`src/common/eif_pkg.sv`:
```
// Constants for the external interrupt filter block.
// Assumes a single 50 MHz clock; high and low clock rates arrive as enables.
package eif_pkg;
  localparam int unsigned CLK_HZ = 50000000;
  localparam int unsigned NUM_IRQ = 5;
  localparam logic [7:0] CTRL_ADDR = 8'h37;
  localparam logic [7:0] CTRL_RESET = 8'h00;
  // Control register bit positions
  localparam int unsigned B_NOISE_SEL = 7;
  localparam int unsigned B_PIN_SEL = 6;
  localparam int unsigned B_C_MODE = 4;
  localparam int unsigned B_D_MODE = 2;
  localparam int unsigned B_B_EDGE = 1;
  // Acceptance counts in high-frequency clock periods
  localparam logic [7:0] ACC_AE = 8'h07;
  localparam logic [7:0] ACC_B_LONG = 8'hC1;
  localparam logic [7:0] ACC_B_SHORT = 8'h31;
  localparam logic [7:0] ACC_CD = 8'h19;
  // Low-frequency acceptance: 3.5 periods, counted as 4 whole periods
  localparam logic [7:0] ACC_LOW = 8'h04;
  // Detect mode encodings
  localparam logic [1:0] MODE_RISE = 2'h0;
  localparam logic [1:0] MODE_FALL = 2'h1;
  localparam logic [1:0] MODE_BOTH = 2'h2;
  localparam logic [1:0] MODE_HIGH = 2'h3;
  typedef enum logic [1:0] {
    EIF_ARM_WAIT = 2'b01,
    EIF_ARM_READY = 2'b10
  } eif_arm_t;
endpackage : eif_pkg

```
`src/verilog/eif_filter.sv`:
```
// External interrupt conditioner: five filtered inputs setting latches.
// Assumes hf_tick/lf_tick are one-cycle enables of the active clocks and
// that the core pulses irq_ack to clear a latch on acceptance.
`timescale 1ns/10ps
`default_nettype none
// What this block does
// - Five inputs, each with own noise filter
// - Pin select bit: port or interrupt a
// - Inputs a,e falling edge, 2/7 cycles
// - Input b rejection 63 or 15 cycles
// - Input b accepts after 49 or 193
// - Inputs c,d reject 7, accept 25
// - Low-speed modes: 1 reject, 3.5 accept, counted as 4
// - Inputs c,d: rise, fall, both, high
// - Latch set within acceptance plus six
// - Noise select change effective within 26
// - High level waits for rising edge
// - Output pin changes may raise requests
// - Acceptance clears the source latch
module eif_filter (
  input wire logic mclk,
  input wire logic rst,
  input wire logic hf_tick,
  input wire logic lf_tick,
  input wire logic low_speed,
  input wire logic [4:0] irq_pin,
  input wire logic [7:0] reg_addr,
  input wire logic reg_wr,
  input wire logic [7:0] reg_wdata,
  output logic [7:0] reg_rdata,
  input wire logic master_irq_enable,
  input wire logic [4:0] irq_enable_flag,
  input wire logic irq_c_latch_enable,
  input wire logic [4:0] irq_ack,
  output logic [4:0] irq_latch,
  output logic [4:0] irq_request,
  output logic [4:0] filt_level,
  output logic shared_pin_is_irq
);
  // Acceptance count for one input at the current clock rate
  function automatic logic [7:0] acc_count(input int unsigned idx,
      input logic low, input logic nsel);
    logic [7:0] c;
    c = eif_pkg::ACC_CD;
    if (idx == 0 || idx == 4) begin
      c = eif_pkg::ACC_AE;
    end else if (idx == 1) begin
      c = nsel ? eif_pkg::ACC_B_SHORT : eif_pkg::ACC_B_LONG;
    end
    if (low) begin
      c = eif_pkg::ACC_LOW;
    end
    return c;
  endfunction : acc_count

  // Control register; noise select applies on the next tick
  logic [7:0] ctrl_r, ctrl_nxt;
  logic [7:0] rdata_r, rdata_nxt;
  always_comb begin
    ctrl_nxt = ctrl_r;
    rdata_nxt = (reg_addr == eif_pkg::CTRL_ADDR) ? ctrl_r : 8'h00;
    if (reg_wr && reg_addr == eif_pkg::CTRL_ADDR) begin
      ctrl_nxt = reg_wdata;
    end
  end
  always_ff @(posedge mclk or posedge rst) begin
    if (rst) begin
      ctrl_r <= eif_pkg::CTRL_RESET;
      rdata_r <= 8'h00;
    end else begin
      ctrl_r <= ctrl_nxt;
      rdata_r <= rdata_nxt;
    end
  end
  assign reg_rdata = rdata_r;

  // Two-stage synchroniser: pins are asynchronous to mclk
  logic [4:0] sync1_r, sync2_r;
  always_ff @(posedge mclk or posedge rst) begin
    if (rst) begin
      sync1_r <= 5'h00;
      sync2_r <= 5'h00;
    end else begin
      sync1_r <= irq_pin;
      sync2_r <= sync1_r;
    end
  end

  logic [4:0] lvl_r;
  logic [4:0] det;
  logic tick;
  assign tick = low_speed ? lf_tick : hf_tick;

  // Synchroniser output is only trusted two edges after reset release;
  // before that it still shows its reset zeros rather than the pin
  logic [1:0] alive_r, alive_nxt;
  always_comb begin
    alive_nxt = {alive_r[0], 1'b1};
  end
  always_ff @(posedge mclk or posedge rst) begin
    if (rst) begin
      alive_r <= 2'h0;
    end else begin
      alive_r <= alive_nxt;
    end
  end

  genvar gi;
  generate
    for (gi = 0; gi < eif_pkg::NUM_IRQ; gi++) begin : g_in
      logic [7:0] cnt_r, cnt_nxt;
      logic lvl_q, lvl_nxt;
      logic prev_r, prev_nxt;
      logic low_seen_r, low_seen_nxt;
      eif_pkg::eif_arm_t arm_r, arm_nxt;
      logic [1:0] mode;
      logic rise, fall, det_v;
      always_comb begin
        cnt_nxt = cnt_r;
        lvl_nxt = lvl_q;
        if (tick) begin
          if (sync2_r[gi] == lvl_q) begin
            cnt_nxt = 8'h00;
          end else if (cnt_r + 8'h01 >= acc_count(gi, low_speed,
              ctrl_r[eif_pkg::B_NOISE_SEL])) begin
            // Short glitches restart the count and never get here
            cnt_nxt = 8'h00;
            lvl_nxt = sync2_r[gi];
          end else begin
            cnt_nxt = cnt_r + 8'h01;
          end
        end
      end
      // A pin held high through reset must not pass for a rising edge
      assign low_seen_nxt = low_seen_r | (alive_r[1] & ~sync2_r[gi]);
      // Edge detectors work on the filtered level; rise is also gated by low_seen_r
      assign prev_nxt = lvl_q;
      assign rise = lvl_q & ~prev_r & low_seen_r;
      assign fall = ~lvl_q & prev_r;
      assign mode = (gi == 2) ? ctrl_r[eif_pkg::B_C_MODE +: 2] :
                    ctrl_r[eif_pkg::B_D_MODE +: 2];
      // High level counts only after a rising edge since reset
      always_comb begin
        arm_nxt = arm_r;
        case (arm_r)
          eif_pkg::EIF_ARM_WAIT: if (rise) arm_nxt = eif_pkg::EIF_ARM_READY;
          eif_pkg::EIF_ARM_READY: arm_nxt = eif_pkg::EIF_ARM_READY;
          default: arm_nxt = eif_pkg::EIF_ARM_WAIT;
        endcase
      end
      always_comb begin
        det_v = fall;
        if (gi == 1) begin
          det_v = ctrl_r[eif_pkg::B_B_EDGE] ? fall : rise;
        end else if (gi == 2 || gi == 3) begin
          case (mode)
            eif_pkg::MODE_RISE: det_v = rise;
            eif_pkg::MODE_FALL: det_v = fall;
            eif_pkg::MODE_BOTH: det_v = rise | fall;
            eif_pkg::MODE_HIGH: det_v = lvl_q &&
                arm_r == eif_pkg::EIF_ARM_READY;
            default: det_v = 1'b0;
          endcase
        end
      end
      assign det[gi] = det_v;
      assign lvl_r[gi] = lvl_q;
      // Filter level resets low; only a rise after a seen low arms level mode
      always_ff @(posedge mclk or posedge rst) begin
        if (rst) begin
          cnt_r <= 8'h00;
          lvl_q <= 1'b0;
          prev_r <= 1'b0;
          low_seen_r <= 1'b0;
          arm_r <= eif_pkg::EIF_ARM_WAIT;
        end else begin
          cnt_r <= cnt_nxt;
          lvl_q <= lvl_nxt;
          prev_r <= prev_nxt;
          low_seen_r <= low_seen_nxt;
          arm_r <= arm_nxt;
        end
      end
    end
  endgenerate

  // Latches: set wins over acceptance clear; detector sees the pin even
  // when driven as output, so software must mask meanwhile
  logic [4:0] latch_r, latch_nxt, set_v, req_nxt, req_r, en_v;
  logic pin_r;
  always_comb begin
    set_v = det;
    set_v[0] = det[0] & ctrl_r[eif_pkg::B_PIN_SEL];
    latch_nxt = (latch_r & ~irq_ack) | set_v;
    en_v = irq_enable_flag & {5{master_irq_enable}};
    en_v[0] = en_v[0] & ctrl_r[eif_pkg::B_PIN_SEL];
    en_v[2] = en_v[2] & irq_c_latch_enable;
    req_nxt = latch_nxt & en_v;
  end
  always_ff @(posedge mclk or posedge rst) begin
    if (rst) begin
      latch_r <= 5'h00;
      req_r <= 5'h00;
      pin_r <= 1'b0;
    end else begin
      latch_r <= latch_nxt;
      req_r <= req_nxt;
      pin_r <= ctrl_nxt[eif_pkg::B_PIN_SEL];
    end
  end
  assign irq_latch = latch_r;
  assign irq_request = req_r;
  assign filt_level = lvl_r;
  assign shared_pin_is_irq = pin_r;
endmodule : eif_filter
`default_nettype wire

```
`config.mk`:
```
export PLATFORM = sky130hd
export DESIGN_NAME = eif_filter
export DESIGN_NICKNAME = d
export VERILOG_FILES = /design/src/common/eif_pkg.sv /design/src/verilog/eif_filter.sv
export SDC_FILE = /design/constraint.sdc
export NUM_CORES = 1
export LEC_CHECK = 0
export BUFFER_PORTS_ARGS = -buffer_cell sky130_fd_sc_hd__buf_2
export CORE_UTILIZATION = 30
export DETAILED_ROUTE_END_ITERATION = 12
export SYNTH_ARGS = -nofsm -noshare
export SYNTH_HDL_FRONTEND = slang
export SYNTH_SLANG_ARGS = --single-unit
```
`constraint.sdc`:
```
create_clock -name mclk -period 2.75 [get_ports mclk]
set_input_delay 0.275 -clock mclk [delete_from_list [all_inputs] [get_ports mclk]]
set_output_delay 0.275 -clock mclk [all_outputs]
set_load 0.005 [all_outputs]
```
* Word-level counts from Yosys, hierarchy flattened
Index checks and enable logic that the tools add are counted.
Word-level totals: input port bits 39, logic and storage cells 142, output and inout port bits 24, register bits after elaboration 95
Operators by class: eq/ne operators 18, reduce and logical (&&, ||, !) cells 10, add/subtract/negate cells 5, multiplexer cells 33, order comparisons 5, bitwise operators 43
Operators by type and width (count):
- $mux 8 | 23
- $add 8x1->8 const B | 5
- $ge 8x8->1 | 5
- $and 1x1->1 | 17
- $not 1->1 | 16
- $and 5x5->5 | 3
- $reduce_and 3->1 | 5
- $eq 2x2->1 const B | 6
- $eq 2x1->1 const B | 4
- $eq 8x6->1 const B | 1
- $pmux 1 s4 | 2
- $pmux 2 s2 | 2
- $mux 2 | 3
- $eq 1x1->1 | 5
- $mux 5 | 1
- $not 5->5 | 1
- $or 1x1->1 | 5
- $or 5x5->5 | 1
- $logic_not 2->1 | 2
- $ne 2x2->1 const B | 2
- $logic_and 1x1->1 | 3
- $mux 1 | 2

* Longest topological paths before layout
word-level depth 7, mapped depth 10, gate-level depth less buffers 10

* Worst setup path before layout
OpenSTA, ideal clock, no wires.
path type reg-to-reg, start reg g_in[2].cnt_r[0], end reg g_in[2].cnt_r[2], buffers on the path 0, required time 2.686 ns, cell stages (with the launch flop) 10, arrival time 2.360 ns, library setup time 0.064 ns, slack 0.326 ns, path through dfrtp_1 ha_1 xor2_1 ha_1 nor4b_1 nor2_1 o21a_1 or4_4 nor4b_2 a21o_1
Between the ends: longest elaborated chain between the ends 4
RTL lines:
- start, declared | line eif_filter.sv:111 | logic [7:0] cnt_r, cnt_nxt;
- start signal, assigned | line eif_filter.sv:177 | cnt_r <= cnt_nxt;
- $add 8x1->8 (*) | line eif_filter.sv:124, eif_filter.sv:130
- $ge 8x8->1 | line eif_filter.sv:124 | end else if (cnt_r + 8'h01 >= acc_count(gi, low_speed,
- $mux 8 (*) | line eif_filter.sv:124
- $mux 8 (*) | line eif_filter.sv:122 | if (sync2_r[gi] == lvl_q) begin
Mark *: on every way between the ends. The rest lies on a longest branch, timed or not. A chain may end at the register's enable or synchronous reset.

* Final worst setup path
Same ends and word-level chain as after synthesis.

==> impl_metrics.yaml <==
grt:
  grt_max_degree: 57
  grt_pass1_vias: 3379
  antenna_found_initial: 0
  track_usage: 0.126
  grt_pass1_wl_mm: 15.0
  grt_remaining_overflow: 0
timing:
  maxClockFrequency_mhz: 392
  setup_viol: 0
  skew_ns: 0.00477
  finalHoldViolations: 0
  drv_slew: 0
  tightest_slew_ns: 0.530
  rsz0062_at_grt: "false"
  tns_ns: 0
  min_period_over_period: 0.927
  relSlewSlack: 0.647
  fin_crit_ns: 2.55
floorplan:
  io-pin-count: 63
  fp.dieW_um: 124
  core_area_sq_um: 14500
  fp-row-count: 44
  initial_core_util: 0.307
  die_area_sq_um: 15300
  die_y_um: 124
drt:
  drt_pass1_iterations: 4
  num_vias: 3203
  drt_iter0_markers: 127
  wl_per_cell_um: 12.9
  routed_wl_mm: 8.60
  post_drt_via_cell_ratio: 4.79
  drcViolationCount: 0
  antenna_left: 0
outcome:
  status: "finished, final reports clean"
clocking:
  clock_latency_ns: 0.34
  clkTransAtPathRegs_ns: 0.06
  cts_root_buffer: "clkbuf_16"
  cts_buffers: 9
  cts.path.max_buffers: 2
  htree_levels: 3
  clock-sinks: 95
  cts_tree: "done"
placement:
  gp_congestion: 0.783
  dpl.hpwl_mm: 6.17
  port_buffers: 62
  dp_cells: 652
setup_path:
  startpoint_type: "flop"
  worstPathArrival_ns: 2.83
  cp_max_fo: 6
  reg2reg_to: "g_in[2].cnt_r[2]"
  crit_type: "reg -> reg"
  end_kind: "flop"
  reg2reg_slack_ns: 0.20
  worstRegToRegCells: 9
  critPathRequiredTime_ns: 3.03
  r2r_start: "g_in[2].cnt_r[0]"
power_and_ir_drop:
  p_leak_nw: 2.60
  ir_drop_mv: 0.363
  powerDensity_nw_per_um2: 774
logic_synthesis:
  seq_area_frac_synth: 0.534
  syn_area_per_cell_sq_um: 10.8
  synth_seq_cells: 95
  postSynthCellCount: 411
  syn_nets: 477
  ys_types: 48
  synth_area_leaders: "dfrtp_1 52%, ha_1 7.6%, nand2_1 4.2%, and2_1 3.5%, o21ai_0 3.5%"
  synthArstFlopShare: 1.00
  synth-edff-count: 0
  ys.flop_type: "dfrtp_1"
  netlist_area_sq_um: 4460
  ys.warnings.count: 0
  synth_top_cell_by_area: "dfrtp_1"
  synth_top_area_frac: 0.522
worst_hold_path:
  hold_end: "sync1_r[3]"
  hold_path.class: "in -> reg"
  hold_start: "irq_pin[3]"
  hold_path_depth: 1
cells_and_area:
  ff_latch_area_sq_um: 2380
  multi_input_area_sq_um: 1950
  area_growth_pct: 19.8
  final_cells: 669
  nNetsFinal: 546
  fillers: 1453
  drive_gt1_frac: 0.223
  antenna_cells: 0
run:
  maxCapViolCount: 0
worst max-delay path, cell delays in order, from the launching register on:
cell and delay [ns]:
dfrtp_1 0.44, ha_2 0.25, xor2_1 0.15, ha_1 0.22, nor4b_2 0.28, nor2_1 0.08, o21a_1 0.18, or4_4 0.56
nor4b_2 0.23, a21o_1 0.11
cells in the final DEF, fill, tap and decap left out, types with 3 or more instances in the layout:
cell / netlist / layout
a211oi_1: 5 / 5
a21o_1: 7 / 7
a21oi_1: 6 / 6
and2_1: 25 / 25
and3_1: 7 / 7
and4_1: 4 / 4
buf_2: 0 / 62
buf_4: 5 / 5
clkbuf_16: 0 / 9
clkbuf_8: 0 / 3
dfrtp_1: 93 / 93
ha_1: 27 / 26
inv_1: 23 / 22
mux2_2: 13 / 13
nand2_1: 50 / 50
nand2b_1: 9 / 9
nand3_1: 13 / 13
nand3b_1: 3 / 3
nand4_1: 5 / 5
nor2_1: 10 / 10
nor3_1: 7 / 7
o21a_1: 4 / 4
o21ai_0: 31 / 31
o221ai_1: 4 / 4
o22ai_1: 3 / 3
o31ai_1: 4 / 4
xnor2_1: 7 / 7
xor2_1: 12 / 12
how the worst max path moves through the flow:
| stage | from | to | slack [ns] |
|---|---|---|---|
| floorplan | rst | alive_r[0] | 0.001 |
| global placement | g_in[2].cnt_r[0] | g_in[2].cnt_r[2] | 0.21 |
| detailed placement | g_in[2].cnt_r[0] | g_in[2].cnt_r[2] | 0.11 |
| CTS | g_in[2].cnt_r[0] | g_in[2].cnt_r[2] | 0.09 |
| global route | g_in[2].cnt_r[0] | g_in[2].cnt_r[2] | 0.04 |
| finish | g_in[2].cnt_r[0] | g_in[2].cnt_r[2] | 0.20 |
logic make-up after synthesis:
kind of cell,after synthesis,share of synthesized area
xor+xnor,19,0.0373
mux,14,0.0351
flops,95,0.534
compound gates,70,0.0988
other cells,1,0.000841
buf+inv,34,0.0328
simple gates,151,0.185
fa+ha+maj,27,0.0758
flip-flops by register name, summed over array words and instances, names as in the netlist:
| signal | flops |
|---|---|
| alive_r | 2 |
| ctrl_r | 7 |
| g_in.arm_r | 4 |
| g_in.cnt_r | 40 |
| g_in.low_seen_r | 3 |
| g_in.lvl_q | 5 |
| g_in.prev_r | 5 |
| irq_latch | 5 |
| irq_request | 5 |
| reg_rdata | 8 |
| shared_pin_is_irq | 1 |
| sync1_r | 5 |
| sync2_r | 5 |
per-stage QoR:
stage	total power [mW]	area, sq um	setup WS [ns]	utilization	hold slack, ns
finish	4.13	5340	0.202	0.367	0.0371
global route	4.43	5340	0.0390	0.367	0.0236
CTS	4.19	5330	0.0857	0.367	0.0244
detailed placement	2.87	5010	0.112	0.345	0.336
global placement	2.82	5010	0.210	0.345	0.333
floorplan	2.58	4460	0.00129	-	0.306
Yosys cell counts, drive strengths merged (2+ instances only):
cell    count
nand3      13
nand4       5
buf         5
nor3        8
and4        4
dfstp       2
or4         2
o21a        4
nand2      50
xor2       12
and3        7
a21oi       6
nor4        2
clkbuf      6
nand2b      9
nor3b       2
ha         27
mux2       13
o221ai      4
a211oi      5
o31ai       4
nor2       10
or2         2
dfrtp      93
a21o        7
nand3b      3
o22ai       3
and2       25
xnor2       7
o21ai      31
nor4b       4
inv        23
metal layers:
metal / GRT usage / wire [um]
met5: 0 / 0
met4: 0.0550 / 182
met3: 0.0366 / 361
met2: 0.210 / 4030
met1: 0.151 / 4030
final cells by class:
class                      instances  area share
sequential                        95       0.446
clock buffer                      13      0.0506
clock inverter                     3     0.00750
tap                              184      0.0431
inverter                          23      0.0166
multi-input combinational        282       0.366
timing repair buffer              69      0.0708
power breakdown:
part           switching (mW)  internal [mW]  leakage, nW
clock network           0.509          0.777        0.156
logic                   0.488          0.465         1.21
registers               0.241           1.65         1.24
what timing repair did:
| action | in CTS | in global routing |
|---|---|---|
| buffers inserted | 0 | 0 |
| gates resized for setup | 0 | 2 |
| setup endpoints to repair | 0 | 2 |
| hold buffers | 1 | 0 |
| endpoints found under the hold margin | 20 | 0 |
(Power assumes the default switching activity.)
